==> config.mk <==
export PLATFORM = sky130hd
export DESIGN_NAME = sie_i2c_engine
export DESIGN_NICKNAME = d
export VERILOG_FILES = /design/src/sie_i2c_engine.v
export VERILOG_INCLUDE_DIRS = /design/src /design/src/src
export SDC_FILE = /design/constraint.sdc
export NUM_CORES = 1
export LEC_CHECK = 0
export BUFFER_PORTS_ARGS = -buffer_cell sky130_fd_sc_hd__buf_2
export CAP_MARGIN = 20
export CORE_MARGIN = 1
export CORE_UTILIZATION = 55
export DETAILED_ROUTE_END_ITERATION = 10
export GPL_ROUTABILITY_DRIVEN = 0
export GPL_TIMING_DRIVEN = 0
export HOLD_SLACK_MARGIN = 0.1
export PLACE_DENSITY = 0.76
export SYNTH_ARGS = -nofsm -noshare
export SYNTH_HDL_FRONTEND = slang
export SYNTH_SLANG_ARGS = --single-unit
==> constraint.sdc <==
create_clock -name mclk -period 4 [get_ports mclk]
set_input_delay 0.8 -clock mclk [delete_from_list [all_inputs] [get_ports mclk]]
set_output_delay 0.8 -clock mclk [all_outputs]
set_load 0.02 [all_outputs]
==> src/sie_defines.vh <==
/*
  Constants of the two-wire serial engine: clock rate, bit timing,
  rate selections and the event status codes.
  Assumes inclusion by bare name from the engine source.
*/
`ifndef SIE_DEFINES_VH
`define SIE_DEFINES_VH

// ************************************************************
// clock and bit timing
// ************************************************************
`define SIE_CLK_MHZ 250
// quarter of one bit period, in ns, for each speed class
`define SIE_QTR_STD_NS 2500
`define SIE_QTR_FAST_NS 625
`define SIE_QTR_HS_NS 301
// least times round up to whole mclk cycles
`define SIE_NS2CYC(ns) ((((ns) * `SIE_CLK_MHZ) + 999) / 1000)
`define SIE_QTR_STD_CYC `SIE_NS2CYC(`SIE_QTR_STD_NS)
`define SIE_QTR_FAST_CYC `SIE_NS2CYC(`SIE_QTR_FAST_NS)
`define SIE_QTR_HS_CYC `SIE_NS2CYC(`SIE_QTR_HS_NS)

// ************************************************************
// rate selections
// ************************************************************
`define SIE_RATE_STD 2'h0
`define SIE_RATE_FAST 2'h1
`define SIE_RATE_HS 2'h2

// ************************************************************
// event status codes
// ************************************************************
`define SIE_ST_NONE 4'h0
`define SIE_ST_M_ADDR_ACK 4'h1
`define SIE_ST_M_ADDR_NACK 4'h2
`define SIE_ST_M_TX_ACK 4'h3
`define SIE_ST_M_TX_NACK 4'h4
`define SIE_ST_M_RX 4'h5
`define SIE_ST_S_ADDR 4'h6
`define SIE_ST_S_GCALL 4'h7
`define SIE_ST_S_RX 4'h8
`define SIE_ST_S_TX_ACK 4'h9
`define SIE_ST_S_TX_NACK 4'hA
`define SIE_ST_ARB_LOST 4'hB
`define SIE_ST_STOP 4'hC

`endif

==> src/sie_i2c_engine.v <==
/*
  Two-wire serial engine, master and slave, open-drain bus pins.
  Assumes external pull-ups, a host that steers it through plain ports,
  and pins asynchronous to mclk (two-flop synchronised here).
*/
// Contract
// bytes are eight bits, most significant bit first on the data line
// master originates transfers and makes clock; slave only stretches it
// first byte after start: 7-bit address plus direction bit, 1 = read
// master clock speeds: standard 100k, fast 400k, high speed 833k
// master waits after releasing clock until the line really rises
// either side may hold clock low after a byte, for unlimited time
// pins only pull low or release; released lines are read back
// master reading low while releasing data has lost arbitration
// on arbitration loss switch at once to slave and still match address
// start is data falling while clock high
// stop is data rising while clock high
// data changes only while clock low, stable while clock high
// ninth bit: receiver pulls data low to acknowledge, else not
// only addressed slave acknowledges, then each accepted data byte
// master reader leaves last byte unacknowledged; slave then stops sending
// master ends a transfer with stop or repeated start
// no limit on bytes per transfer
// master waits for an idle bus before its start
// one engine acts as master or slave on a multi-master bus
// events reported by a flag usable as interrupt or polled
// after reset: master-receiver, both pins floating
// slave recognises all-zero broadcast write address and flags it
// bus inputs synchronised to mclk before detecting events
`include "sie_defines.vh"

module sie_i2c_engine (
  input wire mclk,
  input wire reset,
  input wire en,
  input wire [1:0] rate_sel,
  input wire [6:0] own_addr,
  input wire ack_en,
  input wire cmd_start,
  input wire cmd_stop,
  input wire cmd_go,
  input wire [7:0] tx_byte,
  input wire sda_i,
  input wire scl_i,
  output wire sda_o,
  output reg sda_oe_q,
  output wire scl_o,
  output reg scl_oe_q,
  output reg [7:0] rx_byte_q,
  output reg evt_q,
  output reg [3:0] status_q,
  output reg is_master_q,
  output reg is_tx_q,
  output reg busy_q,
  output reg arb_lost_q
);

  // ************************************************************
  // states and timing
  // ************************************************************
  localparam [2:0] S_IDLE = 3'h0;
  localparam [2:0] S_START = 3'h1;
  localparam [2:0] S_BITS = 3'h2;
  localparam [2:0] S_HOLD = 3'h3;
  localparam [2:0] S_END = 3'h4;
  // counts are worked out as integers, then cut to the counter width
  localparam integer QI_STD = `SIE_QTR_STD_CYC;
  localparam integer QI_FAST = `SIE_QTR_FAST_CYC;
  localparam integer QI_HS = `SIE_QTR_HS_CYC;
  localparam [10:0] Q_STD = QI_STD[10:0];
  localparam [10:0] Q_FAST = QI_FAST[10:0];
  localparam [10:0] Q_HS = QI_HS[10:0];

  reg sda_m, sda_s, sda_p, scl_m, scl_s, scl_p;
  reg [2:0] st_q;
  reg ph_q;
  reg [10:0] cnt_q;
  reg [3:0] bit_q;
  reg [7:0] sh_q;
  reg samp_q, addr_ph_q, ack_q, rw_q, stop_q, pend_q, gc_q;
  reg [10:0] qtr;
  reg sda_d;

  // pins are open drain: the only level ever driven is low
  assign sda_o = 1'b0;
  assign scl_o = 1'b0;

  // ************************************************************
  // synchronisers and bus event detection
  // ************************************************************
  // the first stage feeds only the second; edges use stages two and three
  always @(posedge mclk) begin
    if (reset) begin
      sda_m <= 1'b1;
      sda_s <= 1'b1;
      sda_p <= 1'b1;
      scl_m <= 1'b1;
      scl_s <= 1'b1;
      scl_p <= 1'b1;
    end else begin
      sda_m <= sda_i;
      sda_s <= sda_m;
      sda_p <= sda_s;
      scl_m <= scl_i;
      scl_s <= scl_m;
      scl_p <= scl_s;
    end
  end

  wire start_det = scl_s & scl_p & sda_p & ~sda_s;
  wire stop_det = scl_s & scl_p & ~sda_p & sda_s;
  wire scl_rise = scl_s & ~scl_p;
  wire scl_fall = ~scl_s & scl_p;

  // quarter bit length from the selected speed class
  always @* begin
    case (rate_sel)
      `SIE_RATE_FAST: qtr = Q_FAST;
      `SIE_RATE_HS: qtr = Q_HS;
      default: qtr = Q_STD;
    endcase
  end

  wire [10:0] q_m1 = qtr - 11'h001;
  wire [10:0] h_m1 = {qtr[9:0], 1'b0} - 11'h001;

  // ************************************************************
  // bit engine
  // ************************************************************
  // we own the data line on our data bits, or on the ack bit as receiver
  wire own_bit = (is_tx_q & (bit_q < 4'h8)) | (~is_tx_q & (bit_q == 4'h8));
  wire want_low = own_bit & ((bit_q == 4'h8) ? ack_q : ~sh_q[7]);
  // master sets data a quarter into clock low; slave whenever clock is low
  wire upd = is_master_q ? (~ph_q & (cnt_q >= qtr)) : ~scl_s;
  // master samples mid-high, only once the clock really rose
  wire m_high = is_master_q & ph_q & scl_s;
  wire samp_ev = (st_q == S_BITS) & (is_master_q ? (m_high & (cnt_q == q_m1)) : scl_rise);
  wire end_ev = (st_q == S_BITS) & (is_master_q ? (m_high & (cnt_q == h_m1)) : scl_fall);
  wire [7:0] nb = {sh_q[6:0], samp_q};
  wire lose = is_master_q & own_bit & ~sda_oe_q & ~sda_s;
  wire hit = (nb[7:1] == own_addr) | (nb == 8'h00);

  // pin drive follows state; registered so the pins come from flip-flops
  always @* begin
    case (st_q)
      S_START: sda_d = 1'b1;
      S_BITS: sda_d = upd ? want_low : sda_oe_q;
      S_END: sda_d = (~ph_q & (cnt_q >= qtr)) ? stop_q : sda_oe_q;
      default: sda_d = 1'b0;
    endcase
  end

  wire scl_d = (st_q == S_HOLD) | (((st_q == S_BITS) | (st_q == S_END)) & is_master_q & ~ph_q);

  always @(posedge mclk) begin
    if (reset | ~en) begin
      sda_oe_q <= 1'b0;
      scl_oe_q <= 1'b0;
    end else begin
      sda_oe_q <= sda_d;
      scl_oe_q <= scl_d;
    end
  end

  // ************************************************************
  // control state machine
  // ************************************************************
  always @(posedge mclk) begin
    if (reset | ~en) begin
      st_q <= S_IDLE;
      ph_q <= 1'b0;
      cnt_q <= 11'h000;
      bit_q <= 4'h0;
      sh_q <= 8'h00;
      samp_q <= 1'b1;
      addr_ph_q <= 1'b0;
      ack_q <= 1'b0;
      rw_q <= 1'b0;
      stop_q <= 1'b0;
      pend_q <= 1'b0;
      gc_q <= 1'b0;
      rx_byte_q <= 8'h00;
      evt_q <= 1'b0;
      status_q <= `SIE_ST_NONE;
      is_master_q <= 1'b1;
      is_tx_q <= 1'b0;
      busy_q <= 1'b0;
      arb_lost_q <= 1'b0;
    end else begin
      // bus busy between any start and the next stop
      if (start_det)
        busy_q <= 1'b1;
      else if (stop_det)
        busy_q <= 1'b0;
      // clears come first so that an event in the same cycle wins
      if (cmd_go | cmd_stop | cmd_start) begin
        evt_q <= 1'b0;
        arb_lost_q <= 1'b0;
      end
      if (cmd_start & ~((st_q == S_HOLD) & is_master_q))
        pend_q <= 1'b1;
      // master clock phases: low then high, high waits for the real line
      if (((st_q == S_BITS) & is_master_q) | (st_q == S_END)) begin
        if (~ph_q) begin
          cnt_q <= (cnt_q == h_m1) ? 11'h000 : cnt_q + 11'h001;
          if (cnt_q == h_m1)
            ph_q <= 1'b1;
        end else if (~scl_s) begin
          cnt_q <= 11'h000;
        end else begin
          cnt_q <= (cnt_q == h_m1) ? 11'h000 : cnt_q + 11'h001;
          if (cnt_q == h_m1)
            ph_q <= 1'b0;
        end
      end
      case (st_q)
        S_IDLE: begin
          cnt_q <= 11'h000;
          if (start_det) begin
            // someone else started: listen as slave for the address
            st_q <= S_BITS;
            is_master_q <= 1'b0;
            is_tx_q <= 1'b0;
            addr_ph_q <= 1'b1;
            bit_q <= 4'hF; // start's own clock fall ends a dummy bit, wraps to 0
          end else if (pend_q & ~busy_q & ~cmd_start) begin
            st_q <= S_START;
            pend_q <= 1'b0;
          end
        end
        S_START: begin
          // data pulled low here, clock released: hold the start setup
          cnt_q <= cnt_q + 11'h001;
          if (cnt_q == h_m1) begin
            st_q <= S_BITS;
            cnt_q <= 11'h000;
            ph_q <= 1'b0;
            bit_q <= 4'h0;
            sh_q <= tx_byte;
            rw_q <= tx_byte[0];
            addr_ph_q <= 1'b1;
            is_master_q <= 1'b1;
            is_tx_q <= 1'b1;
          end
        end
        S_BITS: begin
          if (samp_ev) begin
            samp_q <= sda_s;
            if (lose) begin
              // drop the bus; in the address phase keep the shifted bits and go on as slave, else report and idle
              is_master_q <= 1'b0;
              is_tx_q <= 1'b0;
              arb_lost_q <= 1'b1;
              if (~addr_ph_q) begin
                st_q <= S_IDLE;
                evt_q <= 1'b1;
                status_q <= `SIE_ST_ARB_LOST;
              end
            end
          end
          if (~is_master_q & start_det) begin
            // repeated start: next byte is an address again
            bit_q <= 4'hF;
            addr_ph_q <= 1'b1;
            is_tx_q <= 1'b0;
          end else if (~is_master_q & stop_det) begin
            st_q <= S_IDLE;
            is_master_q <= 1'b1;
            if (~addr_ph_q) begin
              evt_q <= 1'b1;
              status_q <= `SIE_ST_STOP;
            end
          end else if (end_ev & (bit_q != 4'h8)) begin
            sh_q <= nb;
            bit_q <= bit_q + 4'h1;
            if (bit_q == 4'h7) begin
              rx_byte_q <= nb;
              ack_q <= ack_en;
              if (addr_ph_q & ~is_master_q) begin
                rw_q <= nb[0];
                gc_q <= (nb == 8'h00);
                if (~hit | (nb == 8'h01))
                  st_q <= S_IDLE;
              end
            end
          end else if (end_ev) begin
            // ninth bit over: report and stretch the clock, unless a refused slave sender lets go
            bit_q <= 4'h0;
            addr_ph_q <= 1'b0;
            evt_q <= 1'b1;
            st_q <= S_HOLD;
            if (addr_ph_q)
              is_tx_q <= is_master_q ? ~rw_q : rw_q;
            if (is_master_q & addr_ph_q)
              status_q <= samp_q ? `SIE_ST_M_ADDR_NACK : `SIE_ST_M_ADDR_ACK;
            else if (is_master_q & is_tx_q)
              status_q <= samp_q ? `SIE_ST_M_TX_NACK : `SIE_ST_M_TX_ACK;
            else if (is_master_q)
              status_q <= `SIE_ST_M_RX;
            else if (addr_ph_q)
              status_q <= gc_q ? `SIE_ST_S_GCALL : `SIE_ST_S_ADDR;
            else if (~is_tx_q)
              status_q <= `SIE_ST_S_RX;
            else if (~samp_q)
              status_q <= `SIE_ST_S_TX_ACK;
            else begin
              // master refused the byte: release the bus, send no more
              status_q <= `SIE_ST_S_TX_NACK;
              st_q <= S_IDLE;
            end
          end
        end
        S_HOLD: begin
          cnt_q <= 11'h000;
          ph_q <= 1'b0;
          if (is_master_q & (cmd_stop | cmd_start)) begin
            st_q <= S_END;
            stop_q <= cmd_stop;
          end else if (cmd_go) begin
            st_q <= S_BITS;
            sh_q <= tx_byte;
          end
        end
        S_END: begin
          // stop: data low then released in clock high; restart: reverse
          if (ph_q & scl_s & (cnt_q == h_m1)) begin
            st_q <= stop_q ? S_IDLE : S_START;
            cnt_q <= 11'h000;
          end
        end
        default: st_q <= S_IDLE;
      endcase
    end
  end

endmodule // sie_i2c_engine

==> flow_summary.ini <==
[sta]
fin_crit_sh = 0.936
relSlewSlack = 0.432
slew_violations = 0
holdWs_ps = 416
setup_viol = 0
fmax_mhz = 267
clock_skew_ps = 10.9
grt_setup_unrepaired = no
finalCriticalPeriod_ps = 3750
tightest_slew_ps = 846
fin_ws_ps = 255
hold_violations = 0

[routing]
drtPass1Iterations = 8
drt_wl_total_um = 10400
drcViolationCount = 8
drt-initial-drc-count = 395
vias_per_cell = 6.45
avgRoutedWirePerCell_um = 17.6
vias = 3806
ant_nets = 0

[clock_tree]
clock_latency_ps = 340
cts_setup_buffers = 0
cts_max_level = 3
cts_num_sinks = 59
cts_buffers = 9
hold_buffers = 0
cts-root-buf = clkbuf_8
cts_resized = 0
clk_pin_slew_ps = 70
clockBufferDepth = 2
cts_tree = built

[layout]
antenna_cells = 0
nNetsFinal = 547
final_area_um2 = 4260
fin_cells = 590
fillers = 572
drive_above_1_share = 0.164
area_delta_synth_final_pct = 14.8

[placement]
dp_hpwl_um = 7420
dp.cells = 574
dpl_worst_slack_ps = -20.0
port_buffers = 44
dpl-instance-area_um2 = 4040

[grt]
grt_pass1_vias = 3419
grt_pass1_wl_um = 16900
track_usage = 0.299
antenna_found_initial = 0
grt_max_degree = 11
overflow = 0

[synth]
synthAdderAreaFrac = 0.0438
synth-async-reset-ratio = 0
synth_simple_gate_area_frac = 0.225
yosys_warnings = 0
synth_top_family_by_area = compound AO/OA/AOI/OAI gates
synth_compound_area_frac = 0.263
syn_avg_cell_area_um2 = 8.22
syn_area_um2 = 3710
synth_seq_area_share = 0.318
muxShareOfSynthArea = 0.0542
synth_cells = 452
yosys_register_bits = 59
synth_edf_count = 0
synth_ff_type = dfxtp_1
ys_types = 72
synthXorXnorAreaFrac = 0.0354

[outcome]
status = finished with violations
violations = DRC

[worst_setup_path]
path_max_fanout = 10
cp.required_ps = 4170
ff2ff_setup_slack_ps = 850
critPathKind = input port to register
startpoint_type = input port
cp-end-kind = register
critPathArrivalTime_ps = 3920

[power_and_ir_drop]
vdd_drop_max_mv = 0.226
p_per_area_nw_per_um2 = 319
p_leak_nw = 1.69

[die]
start_util = 0.578
die_area_um2 = 7090
die_y_um = 84.2
dieWidth_um = 84.2
io_pins = 47
fp-row-count = 29
core_area_um2 = 6420

[run]
maxCapViolations = 0

[worst_hold_path]
min_path_type = register to register
[sequential cells by signal, indices dropped and copies added (netlist names), 3 cells and up]
name,count
cnt_q,11
rx_byte_q,8
sh_q,8
bit_q,4
status_q,4
st_q,3
[cell families after synthesis]
logic type                 Yosys count
and+or+nand+nor                    157
other                                1
DFF                                 59
AOI/OAI and AO/OA                  135
xor gates and xnor gates            15
adders and majority gates           13
buffers and inverters               52
muxes                               20
[final timing paths]
check	startpoint	endpoint	cells after the start
worst max-delay path	rate_sel[0]	cnt_q[3]	12
worst min-delay path	sda_m	sda_s	1
worst max register to register	cnt_q[4]	cnt_q[3]	9
worst min register to register	sda_m	sda_s	1
[cell usage after synthesis, drive strengths merged, types with 3 or more instances]
cell type	n	area, um^2
dfxtp	59	1180
nor2	37	139
a21oi	32	160
nand2	27	101
clkbuf	24	91.3
o21ai	20	100
mux2i	19	190
a311oi	18	158
inv	17	63.8
nand3	14	70.1
ha	13	163
nor3	12	65.1
and3	10	62.6
buf	10	62.6
nand2b	10	62.6
xor2	10	87.6
or2	9	56.3
nor2b	7	43.8
o21a	7	52.6
nor4	6	37.5
a22oi	5	37.5
xnor2	5	43.8
a211o	4	35.0
a41oi	4	35.0
nand3b	4	30.0
nor3b	4	30.0
o2111ai	4	35.0
o22ai	4	25.0
o32ai	4	42.6
a31oi	3	18.8
nand4b	3	26.3
or3	3	18.8
[critical path: stages]
cell and delay (ps):
buf_2 100, inv_1 50, ha_1 290, buf_6 140, or4b_1 510, a2111o_1 510
nor3_1 550, a21oi_1 130, clkbuf_1 270, clkbuf_1 280, a21oi_1 190, a311oi_1 70
[through the flow]
step	total power [mW]	utilization	setup TNS, ps
2_1_floorplan	0.696	-	0
3_3_place_gp	0.734	0.628	0
3_5_place_dp	0.737	0.628	-33.9
4_1_cts	1.35	0.664	0
5_1_grt	1.40	0.664	0
6_report	1.36	0.664	0
[power by group]
part	total [mW]	switching [mW]	leakage, nW	internal [mW]
sequential	0.601	0.00726	0.477	0.594
clock	0.632	0.248	0.113	0.384
combinational	0.126	0.0756	1.10	0.0504
[layout by cell type, fill, tap and decap left out, types with 5 or more instances in the layout]
cell type  instances
nor2b_1            7
and3_1            10
or2_2              9
clkbuf_8          11
ha_1              13
o21ai_0           19
nor4_1             6
o21a_1             7
nand2_1           27
a21oi_1           32
clkbuf_1          24
mux2i_1           19
nor2_1            37
inv_1             17
buf_2             46
a311oi_1          18
nor3_1            11
a22oi_1            5
dfxtp_1           59
xnor2_1            5
xor2_1            10
nand3_1           14
nand2b_1          10
[final cells by class]
type	instances	area [um^2]	share of cell area
Multi-Input combinational cell	342	2320	0.543
Sequential cell	59	1180	0.277
Timing Repair Buffer	44	220	0.0517
Clock buffer	12	155	0.0364
Buffer	34	154	0.0361
Tap cell	77	96.3	0.0226
Clock inverter	4	72.6	0.0170
Inverter	18	67.6	0.0158
[per-layer routing]
layer / track usage / vias to the layer above / wire, um
met5: 0 / - / 0
li1: - / 1798 / -
met3: 0.0501 / 32 / 902
met2: 0.453 / 232 / 4520
met4: 0.108 / 0 / 277
met1: 0.429 / 1744 / 4710
No activity file was read; power rests on OpenSTA's default activity.
